<file path="src/hw/sadc_consts.vh">
// constants for the successive-approximation converter control block
`ifndef SADC_CONSTS_VH
`define SADC_CONSTS_VH

`define SADC_ADDR_W 16
`define SADC_MODE_ADDR 16'hff80
`define SADC_CHAN_ADDR 16'hff81
`define SADC_WRES_LO_ADDR 16'hff18
`define SADC_WRES_HI_ADDR 16'hff19
`define SADC_NRES_ADDR 16'hff1a

`define SADC_MODE_RESET 8'h00
`define SADC_CHAN_RESET 8'h00
`define SADC_MODE_WMASK 8'hb9
`define SADC_CHAN_WMASK 8'h03

`define SADC_RUN_BIT 7
`define SADC_TSEL_HI 5
`define SADC_TSEL_LO 3
`define SADC_CMP_EN_BIT 0

`define SADC_RES_W 10
`define SADC_CNT_W 8

// sampling counts per timing code
`define SADC_SAMP_0 8'h0c
`define SADC_SAMP_1 8'h18
`define SADC_SAMP_2 8'h30
`define SADC_SAMP_3 8'h58
`define SADC_SAMP_4 8'h18
`define SADC_SAMP_5 8'h30
`define SADC_SAMP_6 8'h60
`define SADC_SAMP_7 8'hb0
// total conversion counts per timing code
`define SADC_CONV_0 8'h24
`define SADC_CONV_1 8'h30
`define SADC_CONV_2 8'h48
`define SADC_CONV_3 8'h70
`define SADC_CONV_4 8'h48
`define SADC_CONV_5 8'h60
`define SADC_CONV_6 8'h90
`define SADC_CONV_7 8'he0

`endif

</file>
<file path="src/hw/sadc_result_regs.v">
// result holding registers: wide and narrow conversion results
module sadc_result_regs (
    clk, // clock
    rst_n_sync, // synchronised reset, active low
    load, // load pulse at conversion end
    load_value, // finished approximation value
    wide_result, // wide result, upper six bits zero
    narrow_result // upper eight result bits
);
    input wire clk;
    input wire rst_n_sync;
    input wire load;
    input wire [9:0] load_value;
    output wire [15:0] wide_result;
    output reg [7:0] narrow_result;

    reg [9:0] wide_reg;

    // results are undefined after reset in the original part; zero is chosen here
    always @(posedge clk or negedge rst_n_sync) begin
        if (!rst_n_sync) begin
            wide_reg <= 10'h000;
            narrow_result <= 8'h00;
        end else if (load) begin
            wide_reg <= load_value;
            narrow_result <= load_value[9:2];
        end
    end

    assign wide_result = {6'h00, wide_reg};
endmodule // sadc_result_regs

</file>
<file path="src/hw/sadc_control.v">
// control sequencer and registers of the four-input successive-approximation converter
//
// Notes on behaviour
// - four inputs; only selected pin taken over
// - sample at start, then hold until done
// - resolve msb first, then transfer result
// - wide result low ten bits, upper zero
// - narrow result gets upper eight bits
// - conversion end pulse after result load
// - reset clears mode register to zero
// - mode bit seven starts or stops conversion
// - timing code picks sample and total counts
// - mode bit zero enables the comparator
// - run starts even with comparator enable off
// - run and enable bits give three modes
// - mode register takes bit and byte writes
// - channel register selects one of four
// - mode or channel write restarts conversion
// - conversions repeat while run bit set
`include "sadc_consts.vh"

module sadc_control (
    clk, // peripheral clock, 20 MHz
    rst_b, // system reset, active low, asynchronous
    reg_addr, // register address
    reg_wr, // write strobe, one cycle
    reg_bit_wr, // write is a single-bit manipulation
    reg_bit_sel, // bit index for a single-bit write
    reg_wdata, // write data (bit write uses reg_wdata[0])
    reg_rd, // read strobe, one cycle
    reg_rdata, // read data, valid cycle after reg_rd
    cmp_above, // comparator verdict: input at or above dac tap
    chan_sel, // analog multiplexer select
    pin_analog_en, // one-hot pins taken over by the converter
    sample_en, // sample-and-hold in sample (1) or hold (0)
    comparator_on, // comparator bias enable
    dac_code, // dac tap code
    conversion_end_irq, // one-cycle pulse at conversion end
    wide_result_register, // wide result, 16 bits
    narrow_result_register // narrow result, 8 bits
);
    input wire clk;
    input wire rst_b;
    input wire [15:0] reg_addr;
    input wire reg_wr;
    input wire reg_bit_wr;
    input wire [2:0] reg_bit_sel;
    input wire [7:0] reg_wdata;
    input wire reg_rd;
    output reg [7:0] reg_rdata;
    input wire cmp_above;
    output reg [1:0] chan_sel;
    output reg [3:0] pin_analog_en;
    output reg sample_en;
    output reg comparator_on;
    output reg [9:0] dac_code;
    output reg conversion_end_irq;
    output wire [15:0] wide_result_register;
    output wire [7:0] narrow_result_register;

    localparam ST_IDLE = 2'b00;
    localparam ST_SAMPLE = 2'b01;
    localparam ST_COMPARE = 2'b10;
    localparam ST_LOAD = 2'b11;

    // ----------------------------------------------------------------
    // reset release
    // ----------------------------------------------------------------
    reg rst_meta_reg;
    reg rst_sync_reg;
    always @(posedge clk or negedge rst_b) begin
        if (!rst_b) begin
            rst_meta_reg <= 1'b0;
            rst_sync_reg <= 1'b0;
        end else begin
            rst_meta_reg <= 1'b1;
            rst_sync_reg <= rst_meta_reg;
        end
    end

    // ----------------------------------------------------------------
    // registers
    // ----------------------------------------------------------------
    reg [7:0] conversion_mode_control_reg;
    reg [7:0] conversion_mode_control_next;
    reg [1:0] input_channel_select_reg;
    reg [7:0] chan_byte_next;
    wire mode_hit = reg_wr && (reg_addr == `SADC_MODE_ADDR);
    wire chan_hit = reg_wr && (reg_addr == `SADC_CHAN_ADDR);

    // a bit write only touches the addressed bit; reserved bits stay zero
    always @* begin
        conversion_mode_control_next = conversion_mode_control_reg;
        chan_byte_next = {6'h00, input_channel_select_reg};
        if (reg_bit_wr) begin
            conversion_mode_control_next[reg_bit_sel] = reg_wdata[0];
            chan_byte_next[reg_bit_sel] = reg_wdata[0];
        end else begin
            conversion_mode_control_next = reg_wdata;
            chan_byte_next = reg_wdata;
        end
        conversion_mode_control_next = conversion_mode_control_next & `SADC_MODE_WMASK;
        chan_byte_next = chan_byte_next & `SADC_CHAN_WMASK;
    end

    always @(posedge clk or negedge rst_sync_reg) begin
        if (!rst_sync_reg) begin
            conversion_mode_control_reg <= `SADC_MODE_RESET;
            input_channel_select_reg <= 2'b00;
        end else begin
            if (mode_hit)
                conversion_mode_control_reg <= conversion_mode_control_next;
            if (chan_hit)
                input_channel_select_reg <= chan_byte_next[1:0];
        end
    end

    wire conversion_run_bit = conversion_mode_control_reg[`SADC_RUN_BIT];
    wire comparator_enable_bit = conversion_mode_control_reg[`SADC_CMP_EN_BIT];
    wire [2:0] tsel = conversion_mode_control_reg[`SADC_TSEL_HI:`SADC_TSEL_LO];

    // ----------------------------------------------------------------
    // timing selection
    // ----------------------------------------------------------------
    reg [7:0] samp_cnt;
    reg [7:0] conv_cnt;
    always @* begin
        case (tsel)
            3'd0: begin samp_cnt = `SADC_SAMP_0; conv_cnt = `SADC_CONV_0; end
            3'd1: begin samp_cnt = `SADC_SAMP_1; conv_cnt = `SADC_CONV_1; end
            3'd2: begin samp_cnt = `SADC_SAMP_2; conv_cnt = `SADC_CONV_2; end
            3'd3: begin samp_cnt = `SADC_SAMP_3; conv_cnt = `SADC_CONV_3; end
            3'd4: begin samp_cnt = `SADC_SAMP_4; conv_cnt = `SADC_CONV_4; end
            3'd5: begin samp_cnt = `SADC_SAMP_5; conv_cnt = `SADC_CONV_5; end
            3'd6: begin samp_cnt = `SADC_SAMP_6; conv_cnt = `SADC_CONV_6; end
            default: begin samp_cnt = `SADC_SAMP_7; conv_cnt = `SADC_CONV_7; end
        endcase
    end
    // compare phase spread evenly: remainder split into ten steps, the
    // last step absorbing the leftover so the total count is exact
    wire [7:0] cmp_total = conv_cnt - samp_cnt;
    wire [7:0] step_len = cmp_total / 8'd10;

    // ----------------------------------------------------------------
    // sequencer
    // ----------------------------------------------------------------
    reg [1:0] state_reg;
    reg [7:0] phase_cnt_reg;
    reg [7:0] step_cnt_reg;
    reg [3:0] bit_idx_reg;
    reg [9:0] approximation_shift_register;
    reg load_pulse_reg;
    wire restart = mode_hit || chan_hit;

    always @(posedge clk or negedge rst_sync_reg) begin
        if (!rst_sync_reg) begin
            state_reg <= ST_IDLE;
            phase_cnt_reg <= 8'h00;
            step_cnt_reg <= 8'h00;
            bit_idx_reg <= 4'h0;
            approximation_shift_register <= 10'h000;
            load_pulse_reg <= 1'b0;
        end else begin
            load_pulse_reg <= 1'b0;
            if (restart || !conversion_run_bit) begin
                state_reg <= ST_IDLE;
            end else begin
                case (state_reg)
                    ST_IDLE: begin
                        // starts regardless of comparator enable
                        state_reg <= ST_SAMPLE;
                        phase_cnt_reg <= 8'h01;
                    end
                    ST_SAMPLE: begin
                        if (phase_cnt_reg >= samp_cnt) begin
                            state_reg <= ST_COMPARE;
                            bit_idx_reg <= 4'd9;
                            step_cnt_reg <= 8'h01;
                            approximation_shift_register <= 10'h200;
                        end
                        phase_cnt_reg <= phase_cnt_reg + 8'h01;
                    end
                    ST_COMPARE: begin
                        phase_cnt_reg <= phase_cnt_reg + 8'h01;
                        step_cnt_reg <= step_cnt_reg + 8'h01;
                        if ((bit_idx_reg != 4'd0 && step_cnt_reg >= step_len) ||
                            (bit_idx_reg == 4'd0 && phase_cnt_reg >= conv_cnt - 8'h01)) begin
                            step_cnt_reg <= 8'h01;
                            // keep or drop the trial bit, then try the next one
                            approximation_shift_register[bit_idx_reg] <= cmp_above;
                            if (bit_idx_reg == 4'd0) begin
                                state_reg <= ST_LOAD;
                            end else begin
                                approximation_shift_register[bit_idx_reg - 4'd1] <= 1'b1;
                                bit_idx_reg <= bit_idx_reg - 4'd1;
                            end
                        end
                    end
                    ST_LOAD: begin
                        load_pulse_reg <= 1'b1;
                        state_reg <= ST_SAMPLE;
                        phase_cnt_reg <= 8'h01;
                    end
                    default: state_reg <= ST_IDLE;
                endcase
            end
        end
    end

    sadc_result_regs u_results (
        .clk(clk),
        .rst_n_sync(rst_sync_reg),
        .load(load_pulse_reg),
        .load_value(approximation_shift_register),
        .wide_result(wide_result_register),
        .narrow_result(narrow_result_register)
    );

    // ----------------------------------------------------------------
    // outputs to the analog side and read port
    // ----------------------------------------------------------------
    reg irq_pend_reg;
    always @(posedge clk or negedge rst_sync_reg) begin
        if (!rst_sync_reg) begin
            chan_sel <= 2'b00;
            pin_analog_en <= 4'h0;
            sample_en <= 1'b0;
            comparator_on <= 1'b0;
            dac_code <= 10'h000;
            irq_pend_reg <= 1'b0;
            conversion_end_irq <= 1'b0;
            reg_rdata <= 8'h00;
        end else begin
            chan_sel <= input_channel_select_reg;
            // only the selected pin leaves port use while converting
            pin_analog_en <= conversion_run_bit ?
                (4'h1 << input_channel_select_reg) : 4'h0;
            sample_en <= (state_reg == ST_SAMPLE) && !restart;
            comparator_on <= comparator_enable_bit || conversion_run_bit;
            dac_code <= approximation_shift_register;
            // irq follows the result load by one cycle so results are visible
            irq_pend_reg <= load_pulse_reg;
            conversion_end_irq <= irq_pend_reg;
            if (reg_rd) begin
                case (reg_addr)
                    `SADC_MODE_ADDR: reg_rdata <= conversion_mode_control_reg;
                    `SADC_CHAN_ADDR: reg_rdata <= {6'h00, input_channel_select_reg};
                    `SADC_WRES_LO_ADDR: reg_rdata <= wide_result_register[7:0];
                    `SADC_WRES_HI_ADDR: reg_rdata <= wide_result_register[15:8];
                    `SADC_NRES_ADDR: reg_rdata <= narrow_result_register;
                    default: reg_rdata <= 8'h00;
                endcase
            end
        end
    end
endmodule // sadc_control

</file>
<file path="config.mk">
export PLATFORM = sky130hd
export DESIGN_NAME = sadc_control
export DESIGN_NICKNAME = d
export VERILOG_FILES = /design/src/hw/sadc_result_regs.v /design/src/hw/sadc_control.v
export VERILOG_INCLUDE_DIRS = /design/src /design/src/hw
export SDC_FILE = /design/constraint.sdc
export NUM_CORES = 1
export LEC_CHECK = 0
export ABC_CLOCK_PERIOD_IN_PS = 3200
export BUFFER_PORTS_ARGS = -buffer_cell sky130_fd_sc_hd__buf_2
export CAP_MARGIN = 40
export CORE_ASPECT_RATIO = 2
export CORE_MARGIN = 2
export CORE_UTILIZATION = 30
export DETAILED_ROUTE_END_ITERATION = 7
export PLACE_DENSITY_LB_ADDON = 0.3
export SLEW_MARGIN = 5
export SYNTH_ARGS = -nofsm -noshare
export SYNTH_HDL_FRONTEND = slang
export SYNTH_SLANG_ARGS = --single-unit
</file>
<file path="constraint.sdc">
create_clock -name clk -period 3.2 [get_ports clk]
set_input_delay 0.64 -clock clk [delete_from_list [all_inputs] [get_ports clk]]
set_output_delay 0.64 -clock clk [all_outputs]
set_load 0.1 [all_outputs]
</file>
* After elaboration in Yosys (flattened, before gate mapping)
Index checks and enable logic that the tools add are counted.
** Word-level totals
- Input bits :: 33
- Logic and storage cells :: 120
- Register bits after elaboration :: 88
- Output and inout bits :: 51
** Cells by class
- Bitwise gates (word level) :: 2
- Equal/unequal tests :: 20
- Magnitude comparators :: 9
- Add/subtract/negate cells :: 5
- Shift operators :: 1
- Reduce and logical (&&, ||, !) cells :: 28
- Divide/modulo/power cells :: 1
- Mux-type cells :: 34
** Operators with widths (number)
- equality test 16 bit, second input constant :: 5
- case mux 8 bit (5 select lines) :: 2
- case mux 8 bit (6 select lines) :: 1
- case mux 8 bit (2 select lines) :: 2
- two-way mux 10 bit :: 3
- >= comparator 8 bit :: 3
- two-way mux 8 bit :: 3
- case mux 10 bit (2 select lines) :: 1
- adder 8 x 1 -> 8 bit, second input constant :: 2
- bitwise mux 8 bit :: 2
- two-way mux 4 bit :: 4
- bitwise mux 10 bit :: 1
- < comparator 4 x 5 -> 1 bit, second input constant :: 2
- two-way mux 2 bit :: 5
- OR 10 bit :: 1
- OR reduction 2 bit :: 5
- equality test 3 bit, second input constant :: 3
- inequality test 3 bit, second input constant :: 3
- demux 1 bit (select 4 bit) :: 2
- divider 8 x 4 -> 8 bit, second input constant :: 1
- >= comparator 4 x 1 -> 1 bit, second input constant :: 2
- logical AND 1 bit :: 8
- case mux 4 bit (2 select lines) :: 1
- subtractor 8 x 1 -> 8 bit, second input constant :: 1
- other kinds (24) :: 37

* Longest topological paths before layout
- Word-level depth :: 11
- Mapped depth :: 30
- Depth with buffers taken out :: 26

* By module
A second synthesis with hierarchy kept.
** Second synthesis, totals
- Cell total of the unflattened synthesis :: 559
- Area total of the unflattened synthesis :: 5122.4 µm²
** By module, submodules not included
- sadc_control :: cells each 523, seq. area each 1751.7 µm², times used 1, area each 4601.9 µm²
- sadc_result_regs :: cells each 36, seq. area each 250.2 µm², times used 1, area each 520.5 µm²

* Worst setup path before layout
Ideal clock, no wire load.
- Kind :: reg-to-reg
- Start point :: register conversion_mode_control_reg[4]
- End point :: register bit_idx_reg[3]
- Buffers on the path :: 1
- Period minus slack after synthesis :: 5.509 ns
- Setup time :: 0.129 ns
- Path slack :: -2.309 ns
- Stages on the path, launching flop included :: 27
- Arrival :: 5.380 ns
- Data required time :: 3.071 ns
- Cells stage by stage :: dfrtp_1 -> clkbuf_1 -> nor3_1 -> o21bai_1 -> ha_1 -> and4bb_2 -> a211oi_4 -> mux2i_1 -> nor4_1 -> a221oi_2 -> ha_1 -> nand3b_1 -> nand2_1 -> inv_1 -> ha_1 -> inv_1 -> a311oi_1 -> nor2_1 -> ha_1 -> nand2b_1 -> a21o_1 -> a21o_1 -> a21oi_1 -> o21ai_0 -> nand2_1 -> or3_1 -> o41a_1
** Between the ends
- Word-level cells in the longest chain between the ends :: 10
- Elaborated cells between the ends (all ways) :: 24
- Classes of those cells :: 2 x add/sub; 1 x div; 3 x order compare; 8 x eq/ne; 2 x mux; 8 x reduce/logical
** Ends and longest elaborated chain
- start, declared :: RTL line sadc_control.v:84 : reg [7:0] conversion_mode_control_reg;
- start signal, assigned :: RTL line sadc_control.v:108 : conversion_mode_control_reg <= `SADC_MODE_RESET;
- start signal, assigned :: RTL line sadc_control.v:112 : conversion_mode_control_reg <= conversion_mode_control_next;
- equality test 3 bit (tied with other cells) :: RTL line sadc_control.v:128 : case (tsel)
- OR reduction 2 bit (no line)
- case mux 8 bit (6 select lines) / case mux 8 bit (5 select lines) (equally long branches) :: RTL line sadc_control.v:128
- subtractor 8 bit :: RTL line sadc_control.v:141 : wire [7:0] cmp_total = conv_cnt - samp_cnt;
- divider 8 x 4 -> 8 bit :: RTL line sadc_control.v:142 : wire [7:0] step_len = cmp_total / 8'd10;
- >= comparator 8 bit :: RTL line sadc_control.v:186 : if ((bit_idx_reg != 4'd0 && step_cnt_reg >= step_len) ||
- logical AND 1 bit :: RTL line sadc_control.v:186
- logical OR 1 bit :: RTL line sadc_control.v:186
- inequality test 2 bit (no line)
- AND reduction 5 bit (no line) *
- end signal, assigned :: RTL line sadc_control.v:195 : bit_idx_reg <= bit_idx_reg - 4'd1;
- end, declared :: RTL line sadc_control.v:150 : reg [3:0] bit_idx_reg;
Mark *: on every way between the ends. The rest lies on a longest branch, timed or not.
A chain may end at the register's enable or synchronous reset.

* Final worst setup path
Same ends and word-level chain as after synthesis.

==> results.ini <==
[clocking]
clockBufferDepth=2
hold_buffers=0
cts_sinks=80
cts_tree=built
clkLatencyLatePin_ns=0.35
cts_root_buf=clkbuf_16
cts_buffers=9
htreeDepth=3
clkTransAtPathRegs_ns=0.07

[critical_path]
cpMaxStageDelayCell=dfrtp_2
worstSetupPathType=reg -> reg
startpoint_type=flop
worstReg2RegEnd=bit_idx_reg[3]
r2r_setup_slack_ns=-2.00
timing.critical_path.required_ns=3.43
rr_startpoint=conversion_mode_control_reg[4]
critical_path.max_stage_delay_ns=0.45
crit_top_cell=buf_4
r2r_cells=29
arrival_ns=5.43
end_kind=flop
cp_max_fo=5

[placed_design]
numPortBuffers=75
place_congestion=0.8291
post-dp-hpwl_mm=11.14
dpl_cell_area_mm2=0.006082
dp_slack_ns=-2.267

[die]
rows=67
die_h_um=188.1
initial_utilization_pct=30.47
design.die.area_mm2=0.01807
core_area_mm2=0.01668
ios=84
die_x_um=96.05

[routing]
postRouteAntennaNets=0
route.met3.wl_um=534
dr_wl_met2_mm=8.900
drt_iter0_drc=262
post_drt_wl_per_cell_um=16.85
vias=4737
viasPerCell=5.353
top_layer=met4
drtPass1Iterations=5
drt-met1-wl_mm=4.936
drc=0
routed_wl_mm=14.91

[synthesis]
ys_ff_latch=80
synthTopCellsByArea=dfrtp_1 (39%), ha_1 (9.1%), o21ai_0 (3.4%), a21oi_1 (3.3%), mux2_2 (3.1%)
ys_warn_count=0
synth_top_area_share_pct=39.38
avgSynthCellArea_um2=9.449
synth_cells=538
synthArstFlopShare_pct=100.0
synth_edf_count=0
yosysUniqueCellTypes=72
ys_seq_area_share_pct=39.38
synth_flop_cell=dfrtp_1
syn_area_mm2=0.005084
yosys.area.top_type=dfrtp_1

[global_route]
grt_pass1_vias=4827
grt_max_degree=48
antenna_found_initial=0
grt_overflow=0
grt_pass1_wl_mm=23.16
grt_usage_pct=16.43

[outcome]
outcome=finished with violations
violations=setup timing

[worst_hold_path]
hold_path_class=in -> async

[cells_and_area]
num_antenna_cells=0
nNetsFinal=743
fin_area_mm2=0.006892
reg_top3=approximation_shift_register (10), dac_code (10)
drive_gt1_share_pct=38.50
nFillCells=1626
area_growth_pct=35.56

[sta]
hold_ws_ns=0.06161
tightestPinTransition_ns=0.7944
fin_crit_ns=5.203
max_freq_ghz=0.1922
finClkSkew_ns=0.009587
relSlewSlack_pct=47.04
rsz0062_at_grt=true
setup_viol=22
drv_slew=0
finalWorstSetupSlack_ns=-2.003
hold_violations=0
layout_worst_path_cycle_share_pct=162.6

[flow_run]
cap_violations=0

[power]
p_leak_nw=3.260
pwr_density_cell_mw_per_mm2=321.2
finalPower_mw=2.214
vdd.ir_drop.worst_mv=0.1703

repair_timing:
| item | in CTS | in global routing |
|---|---|---|
| resized for setup | 33 | 42 |
| setup buffers | 13 | 3 |
| setup endpoints to repair | 22 | 22 |
| cloned | 1 | 0 |
| pin swaps | 6 | 22 |
| endpoints found under the hold margin | 0 | 0 |
synthesized netlist by cell type (all sizes together), types with 5 or more instances:
cell type / count
buf: 19
a21oi: 34
nand2b: 10
a21o: 12
xnor2: 6
nand2: 37
ha: 37
and3: 5
or3: 8
or2: 5
o31ai: 11
a31oi: 13
mux2: 14
a222oi: 5
mux2i: 9
inv: 28
nor2b: 6
a22o: 8
nor2: 35
o22ai: 13
o21ai: 41
nand3: 9
nor3: 8
dfrtp: 80
clkbuf: 18
routing by layer:
metal	up-vias	GRT usage (%)
li1	2236	-
met2	147	32.69
met1	2323	14.68
met3	31	2.170
met5	-	0
met4	0	9.286
final cells by class:
type | instances | area (µm²) | area share (%)
Clock inverter | 6 | 73.82 | 1.071
Inverter | 28 | 105.1 | 1.525
Tap cell | 207 | 259.0 | 3.758
Clock buffer | 10 | 239.0 | 3.468
Timing Repair Buffer | 154 | 1018 | 14.78
Sequential cell | 80 | 2009 | 29.16
Multi-Input combinational cell | 400 | 3187 | 46.24
cells in the final DEF, fill, tap and decap left out, types with 4 or more instances in the layout:
cell,n
buf_4,70
conb_1,8
o21ai_2,6
nor2_1,32
nand3_1,8
ha_1,32
a21o_1,11
o21ai_0,27
a22o_1,8
xnor2_1,5
clkbuf_16,9
mux2_2,14
a31oi_1,8
a21oi_1,20
buf_2,75
buf_6,8
dfrtp_1,76
o22ai_1,13
nand2_1,35
o31ai_1,10
or3_1,7
nand2b_1,8
ha_4,5
nor3_1,7
mux2i_1,6
a222oi_1,5
inv_1,26
nor2b_1,6
a21oi_2,12
and3_1,5
o41ai_1,4
nand4_1,4
a31oi_4,5
o21ai_1,6
how the worst max path moves through the flow:
stage                                  to  slack, ns                           start
after floorplan            bit_idx_reg[3]      -2.05  conversion_mode_control_reg[4]
after CTS                  bit_idx_reg[3]      -1.98  conversion_mode_control_reg[4]
after global routing      step_cnt_reg[5]      -2.25  conversion_mode_control_reg[3]
final                      bit_idx_reg[3]      -2.00  conversion_mode_control_reg[4]
after global placement     bit_idx_reg[3]      -2.20  conversion_mode_control_reg[5]
after detailed placement   bit_idx_reg[3]      -2.27  conversion_mode_control_reg[5]
metrics by stage:
stage / utilization [%] / setup TNS (ns) / instances
2_1_floorplan: - / -42.30 / 544
3_3_place_gp: 36.29 / -46.11 / 852
3_5_place_dp: 36.46 / -47.58 / 853
4_1_cts: 39.86 / -42.26 / 883
5_1_grt: 41.31 / -47.82 / 885
6_report: 41.31 / -42.15 / 885
kinds of logic after synthesis:
logic type	count (synthesis)	synth area share, %
buffers and inverters	65	6.030
multiplexers	24	5.390
other	2	0.1477
XOR/XNOR	8	1.378
AO/OA/AOI/OAI	174	23.41
adder cells (fa/ha/maj)	38	9.303
flip-flops	80	39.38
AND/OR/NAND/NOR	147	14.96
power breakdown:
part	internal (mW)	total [mW]	switching, mW	leakage, nW
registers	1.01	1.02	0.00806	1.09
logic	0.0328	0.105	0.0721	2.01
clock network	0.636	1.09	0.452	0.154
worst max-delay path: cells and delay by family, from the launching register on:
family | cells | cell delay [ns]
AO/OA/AOI/OAI | 10 | 1.64
adder cells (fa/ha/maj) | 4 | 1.04
buffers and inverters | 6 | 0.63
flip-flops | 1 | 0.45
AND/OR/NAND/NOR | 9 | 1.34
(Power assumes the default switching activity.)
